### src/design/hcm_pkg.sv
// package: register map, field positions, vectors and reset values of the mailbox
package hcm_pkg;

	// coprocessor-side register indices; byte address is four times the index
	localparam logic [1:0] HCM_IDX_CMD_STAT = 2'h0;
	localparam logic [1:0] HCM_IDX_DATA     = 2'h1;
	localparam logic [1:0] HCM_IDX_FLAG_CTL = 2'h2;
	localparam logic [1:0] HCM_IDX_HVEC     = 2'h3;
	localparam int         HCM_NUM_REGS     = 4;

	// control register bits
	localparam int HCM_CTL_COP_EN  = 0;
	localparam int HCM_CTL_PAR_EN  = 1;
	localparam int HCM_CTL_HOST_EN = 2;

	// host status byte fields
	localparam int HCM_ST_DFH_EMPTY = 7;
	localparam int HCM_ST_DTH_AVAIL = 6;
	localparam int HCM_ST_SW_HI     = 5;
	localparam int HCM_ST_SW_LO     = 2;
	localparam int HCM_ST_CMD_EMPTY = 1;
	localparam int HCM_ST_RESET_N   = 0;

	// fixed coprocessor vectors
	localparam logic [7:0] HCM_VEC_PAR  = 8'hFA;
	localparam logic [7:0] HCM_VEC_HOST = 8'hFC;
	localparam logic [7:0] HCM_VEC_BOTH = 8'hF8;

	// positions inside the synchronised pin vector
	localparam int         HCM_SY_WR    = 0;
	localparam int         HCM_SY_RD    = 1;
	localparam int         HCM_SY_ADR   = 2;
	localparam int         HCM_SY_ACK   = 3;
	localparam int         HCM_SY_SENSE = 4;
	localparam int         HCM_SY_SCC   = 5;
	localparam int         HCM_SY_DAT   = 6;
	localparam int         HCM_SY_W     = 14;
	localparam logic [13:0] HCM_SY_RST  = 14'h0010;

	typedef enum logic [3:0] {
		HCM_PH_IDLE   = 4'h1,
		HCM_PH_WRITE  = 4'h2,
		HCM_PH_RDWAIT = 4'h4,
		HCM_PH_RDDONE = 4'h8
	} hcm_phase_t;

	typedef struct packed {
		hcm_phase_t  ph;
		logic [1:0]  idx;
		logic        hit;
		logic [7:0]  hrdata;
		logic        cop_en;
		logic        par_en;
		logic        host_en;
		logic [7:0]  cmd;
		logic        cmd_avail;
		logic        cmd_empty;
		logic [3:0]  sw_stat;
		logic        stat_empty;
		logic [7:0]  dfh;
		logic        dfh_avail;
		logic [7:0]  dth;
		logic        dth_empty;
		logic [7:0]  hvec;
		logic        hint_pend;
		logic        req_par;
		logic        req_host;
		logic [7:0]  cop_vec;
		logic        cop_vec_own;
		logic [13:0] s1;
		logic [13:0] s2;
		logic [13:0] s3;
		logic [13:0] filt;
		logic [7:0]  host_din;
		logic        host_din_oe;
	} hcm_state_t;

	localparam hcm_state_t HCM_ST_RST = '{
		ph: HCM_PH_IDLE, idx: 2'h0, hit: 1'b0, hrdata: 8'h00,
		cop_en: 1'b0, par_en: 1'b0, host_en: 1'b0,
		cmd: 8'h00, cmd_avail: 1'b0, cmd_empty: 1'b1, sw_stat: 4'h0, stat_empty: 1'b1,
		dfh: 8'h00, dfh_avail: 1'b0, dth: 8'h00, dth_empty: 1'b1,
		hvec: 8'h00, hint_pend: 1'b0, req_par: 1'b0, req_host: 1'b0,
		cop_vec: 8'h00, cop_vec_own: 1'b0,
		s1: HCM_SY_RST, s2: HCM_SY_RST, s3: HCM_SY_RST, filt: HCM_SY_RST,
		host_din: 8'h00, host_din_oe: 1'b0
	};

endpackage : hcm_pkg
### src/design/hcm_mailbox.sv
// mailbox registers and interrupt logic between backplane host and coprocessor
//
// Overview of operation
// - serial controller request outranks parallel and host-access requests, which share lowest rank
// - parallel request acknowledged alone yields vector FAh and is withdrawn
// - host-access and parallel pending together at acknowledge yield combined vector F8h
// - acknowledged host-access request yields vector FCh
// - no parallel requests while parallel interrupt enable is clear
// - with coprocessor interrupts enabled, any host mailbox access raises a request
// - host-access requests fully suppressed while coprocessor interrupt enable is clear
// - vector write with host interrupts enabled drives backplane interrupt low
// - host acknowledge puts stored vector on data-in lines and releases request in the same cycle
// - vector writes are ignored while host interrupt enable is clear
// - each host command write sets command-available
// - writing one to command-empty sets it and clears command-available
// - status write keeps only D5..D2 and command-empty D1
// - host status read sets status-empty flag
// - coprocessor read of host data sets data-in-empty for the host
// - data-available flag is high while an unread host byte is held
// - host read of coprocessor data sets data-out-empty immediately
// - coprocessor write of host data sets data-out-available
`timescale 1ns/1ns
module hcm_mailbox
	import hcm_pkg::*;
(
	input  wire logic        ref_clk_in,
	input  wire logic        reset_n_in,
	input  wire logic        ce_in,
	// ahb-lite slave, coprocessor side
	input  wire logic        hsel_in,
	input  wire logic [31:0] haddr_in,
	input  wire logic [1:0]  htrans_in,
	input  wire logic        hwrite_in,
	input  wire logic [2:0]  hsize_in,
	input  wire logic [31:0] hwdata_in,
	input  wire logic        hready_in,
	output logic      [31:0] hrdata_out,
	output logic             hreadyout_out,
	output logic             hresp_out,
	// backplane host port
	input  wire logic        host_wr_in,
	input  wire logic        host_rd_in,
	input  wire logic        host_addr_in,
	input  wire logic [7:0]  host_wdata_in,
	input  wire logic        host_ack_in,
	output logic      [7:0]  host_din_out,
	output logic             host_din_oe_out,
	output logic             host_int_n_out,
	// coprocessor interrupt side
	input  wire logic        scc_irq_in,
	input  wire logic        par_sense_n_in,
	input  wire logic        cop_ack_in,
	output logic             cop_irq_out,
	output logic      [7:0]  cop_vec_out,
	output logic             cop_vec_own_out
);

	hcm_state_t st;
	hcm_state_t nx;

	logic        acc;
	logic        h_wr_ev;
	logic        h_rd_ev;
	logic        h_ack_ev;
	logic        h_adr;
	logic [7:0]  h_dat;
	logic        sense_ev;
	logic        scc_req;
	logic [7:0]  flags;
	logic [7:0]  hstat;

	////////////////////////////////////////////////////////////////////////////////
	// next-state logic

	always_comb begin
		nx = st;
		acc = hsel_in && htrans_in[1] && hready_in;
		// the host status byte: D0 always reads 1 because reset holds the whole block
		hstat = {!st.dfh_avail, !st.dth_empty, st.sw_stat, st.cmd_empty, 1'b1};
		flags = {st.dth_empty, st.dfh_avail, 1'b1, 1'b1, st.hint_pend, 1'b1,
			st.stat_empty, st.cmd_avail};
		// a pin change counts once the second and third stages agree
		nx.s1 = {host_wdata_in, scc_irq_in, par_sense_n_in, host_ack_in, host_addr_in,
			host_rd_in, host_wr_in};
		nx.s2 = st.s1;
		nx.s3 = st.s2;
		nx.filt = (st.s2 & st.s3) | (st.filt & (st.s2 ^ st.s3));
		h_wr_ev  = nx.filt[HCM_SY_WR] && !st.filt[HCM_SY_WR];
		h_rd_ev  = nx.filt[HCM_SY_RD] && !st.filt[HCM_SY_RD];
		h_ack_ev = nx.filt[HCM_SY_ACK] && !st.filt[HCM_SY_ACK];
		sense_ev = !nx.filt[HCM_SY_SENSE] && st.filt[HCM_SY_SENSE];
		h_adr    = nx.filt[HCM_SY_ADR];
		h_dat    = nx.filt[HCM_SY_DAT +: 8];
		scc_req  = st.filt[HCM_SY_SCC];

		if (ce_in) begin
			// host acknowledge first, so a vector written in the same cycle re-arms
			if (h_ack_ev) begin
				nx.hint_pend = 1'b0;
			end

			// coprocessor acknowledge withdraws what it serves before new sets apply
			if (cop_ack_in) begin
				if (scc_req) begin
					nx.cop_vec_own = 1'b0;
				end else if (st.req_host && st.req_par) begin
					nx.cop_vec     = HCM_VEC_BOTH;
					nx.cop_vec_own = 1'b1;
					nx.req_host    = 1'b0;
					nx.req_par     = 1'b0;
				end else if (st.req_par) begin
					nx.cop_vec     = HCM_VEC_PAR;
					nx.cop_vec_own = 1'b1;
					nx.req_par     = 1'b0;
				end else if (st.req_host) begin
					nx.cop_vec     = HCM_VEC_HOST;
					nx.cop_vec_own = 1'b1;
					nx.req_host    = 1'b0;
				end else begin
					nx.cop_vec_own = 1'b0;
				end
			end

			// ahb data phase of a write
			if (st.ph == HCM_PH_WRITE && st.hit) begin
				if (st.idx == HCM_IDX_CMD_STAT) begin
					nx.sw_stat    = hwdata_in[HCM_ST_SW_HI:HCM_ST_SW_LO];
					nx.cmd_empty  = hwdata_in[HCM_ST_CMD_EMPTY];
					nx.stat_empty = 1'b0;
					if (hwdata_in[HCM_ST_CMD_EMPTY]) begin
						nx.cmd_avail = 1'b0;
					end
				end else if (st.idx == HCM_IDX_DATA) begin
					nx.dth       = hwdata_in[7:0];
					nx.dth_empty = 1'b0;
				end else if (st.idx == HCM_IDX_FLAG_CTL) begin
					nx.cop_en  = hwdata_in[HCM_CTL_COP_EN];
					nx.par_en  = hwdata_in[HCM_CTL_PAR_EN];
					nx.host_en = hwdata_in[HCM_CTL_HOST_EN];
				end else if (st.host_en) begin
					nx.hvec      = hwdata_in[7:0];
					nx.hint_pend = 1'b1;
				end
			end

			// read data is captured in the wait cycle, after any earlier write landed
			if (st.ph == HCM_PH_RDWAIT) begin
				if (!st.hit) begin
					nx.hrdata = 8'h00;
				end else if (st.idx == HCM_IDX_CMD_STAT) begin
					nx.hrdata = st.cmd;
				end else if (st.idx == HCM_IDX_DATA) begin
					nx.hrdata    = st.dfh;
					nx.dfh_avail = 1'b0;
				end else if (st.idx == HCM_IDX_FLAG_CTL) begin
					nx.hrdata = flags;
				end else begin
					nx.hrdata = 8'h00;
				end
			end

			// bus phase sequencing
			case (st.ph)
				HCM_PH_RDWAIT: begin
					nx.ph = HCM_PH_RDDONE;
				end
				default: begin
					if (acc) begin
						nx.ph = hwrite_in ? HCM_PH_WRITE : HCM_PH_RDWAIT;
						if (haddr_in[31:2] < 30'(HCM_NUM_REGS)) begin
							nx.hit = 1'b1;
							nx.idx = haddr_in[3:2];
						end else begin
							nx.hit = 1'b0;
							nx.idx = 2'h0;
						end
					end else begin
						nx.ph = HCM_PH_IDLE;
					end
				end
			endcase

			// host side events win over coprocessor clears in the same cycle
			if (h_wr_ev) begin
				if (!h_adr) begin
					nx.cmd       = h_dat;
					nx.cmd_avail = 1'b1;
					nx.cmd_empty = 1'b0;
				end else begin
					nx.dfh       = h_dat;
					nx.dfh_avail = 1'b1;
				end
			end
			if (h_rd_ev) begin
				if (!h_adr) begin
					nx.stat_empty = 1'b1;
				end else begin
					nx.dth_empty = 1'b1;
				end
			end
			if (h_wr_ev || h_rd_ev) begin
				nx.req_host = 1'b1;
			end
			if (sense_ev) begin
				nx.req_par = 1'b1;
			end
			if (!nx.cop_en) begin
				nx.req_host = 1'b0;
			end
			if (!nx.par_en) begin
				nx.req_par = 1'b0;
			end

			// backplane data-in lines: vector during acknowledge, else the addressed byte
			nx.host_din_oe = nx.filt[HCM_SY_ACK] || nx.filt[HCM_SY_RD];
			if (nx.filt[HCM_SY_ACK]) begin
				nx.host_din = st.hvec;
			end else if (!h_adr) begin
				nx.host_din = hstat;
			end else begin
				nx.host_din = st.dth;
			end
		end else begin
			// frozen: pin stages hold as well
			nx = st;
		end
	end

	always_ff @(posedge ref_clk_in or negedge reset_n_in) begin
		if (!reset_n_in) begin
			st <= HCM_ST_RST;
		end else begin
			st <= nx;
		end
	end

	////////////////////////////////////////////////////////////////////////////////
	// outputs

	assign hrdata_out      = {24'h000000, st.hrdata};
	assign hreadyout_out   = (st.ph != HCM_PH_RDWAIT);
	assign hresp_out       = 1'b0;
	assign host_din_out    = st.host_din;
	assign host_din_oe_out = st.host_din_oe;
	assign host_int_n_out  = !st.hint_pend;
	// serial controller requests pass through the pin filter unlatched, outranking the rest
	assign cop_irq_out     = scc_req || st.req_par || st.req_host;
	assign cop_vec_out     = st.cop_vec;
	assign cop_vec_own_out = st.cop_vec_own;
endmodule : hcm_mailbox

### config.mk
export PLATFORM = sky130hd
export DESIGN_NAME = hcm_mailbox
export DESIGN_NICKNAME = d
export VERILOG_FILES = /design/src/design/hcm_pkg.sv /design/src/design/hcm_mailbox.sv
export SDC_FILE = /design/constraint.sdc
export NUM_CORES = 1
export LEC_CHECK = 0
export ABC_CLOCK_PERIOD_IN_PS = 2550
export BUFFER_PORTS_ARGS = -buffer_cell sky130_fd_sc_hd__buf_2
export CORE_MARGIN = 2
export CORE_UTILIZATION = 56
export CTS_BUF_LIST = sky130_fd_sc_hd__clkbuf_8
export DETAILED_ROUTE_END_ITERATION = 8
export GPL_TIMING_DRIVEN = 0
export PLACE_DENSITY = 0.83
export SYNTH_ARGS = -nofsm -noshare
export SYNTH_HDL_FRONTEND = slang
export SYNTH_SLANG_ARGS = --single-unit
### constraint.sdc
create_clock -name ref_clk_in -period 2.55 [get_ports ref_clk_in]
set_clock_uncertainty 0.15 [all_clocks]
set_input_delay 0 -clock ref_clk_in [delete_from_list [all_inputs] [get_ports ref_clk_in]]
set_output_delay 0 -clock ref_clk_in [all_outputs]
set_load 0.02 [all_outputs]
==> results.txt <==
- Number of global-route vias before repair: between 4000 and 5000
* R2R Path Start: st[39]$_DFFE_PN0P_
- The initial antenna violation count is 0.
* Top fanout value on the critical path: 10
- In this run, synthesis produced a sequential element count of 131.
- For flop-to-flop paths, the worst setup slack is 180 ps.
* Worst setup startpoint: st[39]$_DFFE_PN0P_
- Synth warnings: 0
- Seq/Total Area, Yosys: between 50% and 60%
- Pin count of the biggest net entering global routing: between 80 and 90
- Setup violations remaining at the end of the flow were counted as 0.
- After floorplanning, the core was divided into 37 placement rows.
* Width of the die: 108 um
* RSZ-0062 raised after global routing: false
- FF/Latch Area: 3290 um^2
- The cell area that synthesis handed to floorplanning was between 6000 and 7000 um^2.
* R2R cell count: 6
- Counting flops with an async set or reset pin after synthesis yields a share of 100%.
* Syn-to-layout area delta: 24.6%
- Area of all placed cells without fillers: approximately 7600 um^2
* Average footprint of a synthesized cell: between 10 and 15 um^2
* Number of library cell types mapped by synthesis: 50
- Post-Route WL: ~14 mm
- In this run the tightest slew margin relative to its limit is between 40% and 50%.
- The first global-routing pass estimated around 22 mm of wire.
- The worst hold path was traced through 5 stages.
- Total global routing overflow: 0
- The largest total area in the synthesized netlist belongs to sky130_fd_sc_hd__dfrtp_1.
- The repair_antennas step left the layout with diodes totalling 0.
* Area contributors post-synth: sky130_fd_sc_hd__dfrtp_1 (51%), sky130_fd_sc_hd__mux2_2 (12%), sky130_fd_sc_hd__buf_4 (6.2%), sky130_fd_sc_hd__ha_1 (3.7%), sky130_fd_sc_hd__dfstp_2 (3.5%)
- Counting every sink on the clock net gives ~130.
* Clock-pin slew reported for the worst setup and hold paths after clock tree synthesis: approximately 80 ps
- In this run the worst hold path is classified as input port to flip-flop.
- The critical path is of the flip-flop to flip-flop type.
- Worst Max-Slew Pin Slew: about 860 ps
- Using the TritonRoute via totals, the vias-per-cell ratio works out to ~5.4.
* CORE AREA: roughly 10000 um^2
- Fill cells in the final layout number 726.
- In the final layout, the share of cells above drive strength 1 is ~38%.
* Worst Path Required: approximately 2700 ps
- Internal power comes to between 3 and 4 mW.
- The tool flagged a number of max-cap violations equal to 0.
* Final #Nets: 800
* Wirelength per Cell: approximately 16 um
- Summed over all nets, the switching power comes to between 2 and 2.5 mW.
- Counting flops with a built-in enable in the synthesized netlist gives 0.
- For this design the ratio of total power to cell area is roughly 790 nW/um^2.
- By count the netlist is led by sky130_fd_sc_hd__dfrtp_1 (123), sky130_fd_sc_hd__mux2_2 (65), sky130_fd_sc_hd__buf_4 (50).
* Clk Tree Root Cell: sky130_fd_sc_hd__clkbuf_8
* Gate power share: ~25%
* Drt pass-1 iters: 5
* Capture instance of the worst register-to-register path: st[100]$_DFFE_PN0P_
- H-tree level count: 4
* Max rail drop VDD: roughly 0.00052 V
- Die area: approximately 12000 um^2
* Placed standard-cell area: around 6800 um^2
- Of the total power, the share spent switching nets is about a third.
* Capture point of the critical path: st[100]$_DFFE_PN0P_
* Overall routing resource usage: 24.7%
- Startpoint Class: flip-flop
* Most used standard cell by instance count after synthesis: sky130_fd_sc_hd__dfrtp_1
- Total area of multi-input combinational cells: 2360 um^2
* Routability cong.: around 0.79
- Summed over all cells, the static leakage comes to 3.76 nW.
* Crit end category: flip-flop
- Final core area utilization: between 70% and 80%
- Worst Min Path Start: hsel_in
* Max Fclk: 422 MHz
* Maximum root-to-sink buffer count: 2
- 144 I/O pins were placed.
- Minimum clock period: 2370 ps
* Number of port buffers: 86
- The HPWL after detailed placement is between 9 and 10 mm.
- The flow ran to the end, and the final reports show no timing, DRC or antenna violations.
- Clock latency on the worst-skew pair, taken at its later pin, is 440 ps.
* Count of pins over their slew limit: 0
- The die is 108 um tall.
- Summing internal, switching and leakage power gives roughly 6 mW.
* Number of failing hold endpoints at the final stage: 0
- Post-detailed-route DRC marker count: 0
- Counting the buffers created by CTS gives 17.
* Routed vias: roughly 4600
* Post-synthesis cell count: 524
- CTS tree: built
* ANT nets after route: 0
- Flop pwr share: 46.9%
- Worst hold margin: between 90 and 100 ps
- Once the floorplan was initialized, standard cells occupied about three fifths of the core.
* Share of the synthesized area in the top cell type: about half
* Arr. time, crit path: around 2500 ps
- Period Utilization, post-route: around 93%
- Proportion of power drawn by the clock network: approximately 28%
- The detailed router finished its first iteration with approximately 270 violations.
* Most used flip-flop cell after synthesis: sky130_fd_sc_hd__dfrtp_1
==> sequential cells by signal (all words and copies together) (netlist names) <==
signal,cells
st,99
scc_req,1
flags,5
host_din_oe_out,1
cop_vec_own_out,1
host_din_out,8
hstat,5
cop_vec_out,3
hrdata_out,8
==> layout by cell type (no fill, tap or decap), types with 17 or more instances in the layout <==
cell type and count:
sky130_fd_sc_hd__a21oi_1 33, sky130_fd_sc_hd__buf_4 50, sky130_fd_sc_hd__ha_1 18, sky130_fd_sc_hd__clkbuf_8 17, sky130_fd_sc_hd__dfrtp_1 123, sky130_fd_sc_hd__dlygate4sd3_1 36, sky130_fd_sc_hd__mux2_2 65, sky130_fd_sc_hd__buf_2 91
sky130_fd_sc_hd__nand2_1 46, sky130_fd_sc_hd__nor2_1 26, sky130_fd_sc_hd__o21ai_0 37, sky130_fd_sc_hd__conb_1 26
==> critical path: stages, from the launching register on <==
cell                      delay (ps)
sky130_fd_sc_hd__dfrtp_1         430
sky130_fd_sc_hd__ha_1            320
sky130_fd_sc_hd__a21oi_1         700
sky130_fd_sc_hd__nor3_2          230
sky130_fd_sc_hd__buf_2           250
sky130_fd_sc_hd__nor2_1          100
sky130_fd_sc_hd__a21oi_1          50
==> layer usage <==
layer	part of all wire [%]	routed length, um	vias up	track usage, %
li1	-	-	2117	-
met1	39	5390	2222	29.4
met2	51	7020	214	43.9
met3	7.5	1030	28	6.33
met4	1.6	225	0	8.06
met5	0	0	-	0
==> through the flow <==
stage / instances / setup TNS (ps) / worst slack [ps]
2_1_floorplan: 549 / 0 / 629
3_3_place_gp: 771 / -30240 / -251
3_5_place_dp: 772 / 0 / 252
4_1_cts: 841 / 0 / 215
5_1_grt: 841 / 0 / 41.1
6_report: 841 / 0 / 181
==> power by group through the flow <==
stage               clock (mW)  sequential, mW  combinational (mW)
global route              1.79            2.86                1.66
floorplan                    0            2.75                1.03
finish                    1.69            2.82                1.50
global placement             0            2.81                1.36
CTS                       1.69            2.80                1.48
detailed placement           0            2.84                1.42
==> cells by family (layout without fill, tap and decap cells) <==
logic type | Yosys count | after routing | synth area share [%]
flip-flops | 131 | 131 | 54.2
AO/OA/AOI/OAI | 114 | 114 | 11.7
AND/OR/NAND/NOR | 106 | 106 | 8.95
buffers and inverters | 85 | 241 | 8.60
multiplexers | 69 | 69 | 12.8
adder cells (fa/ha/maj) | 18 | 18 | 3.71
other | 1 | 26 | 0.0618
==> area by class of cell <==
class                   instances  share of cell area [%]
repair buffers                124                    11.2
inverters                      15                   0.745
plain buffers                  70                    6.16
clock inverters                15                    1.94
clock buffers                  17                    3.09
flip-flops and latches        131                    43.5
well taps                     136                    2.25
multi-input cells             333                    31.2
==> timing repair <==
action,4_1_cts,5_1_grt
hold endpoints to repair,179,0
hold buffers,37,0
resized for setup,0,1
setup buffers,0,0
endpoints found under the setup margin,0,2
==> worst min-delay path by stage <==
stage	endpoint	slack [ps]
2_1_floorplan	cop_vec_out[1]$_DFFE_PN0P_	-450
3_3_place_gp	st[56]$_DFFE_PN0P_	80
3_5_place_dp	st[54]$_DFFE_PN0P_	-200
4_1_cts	st[133]$_DFFE_PN0P_	90
5_1_grt	st[133]$_DFFE_PN0P_	120
6_report	st[133]$_DFFE_PN0P_	100
Power figures use the tool's default switching activity.
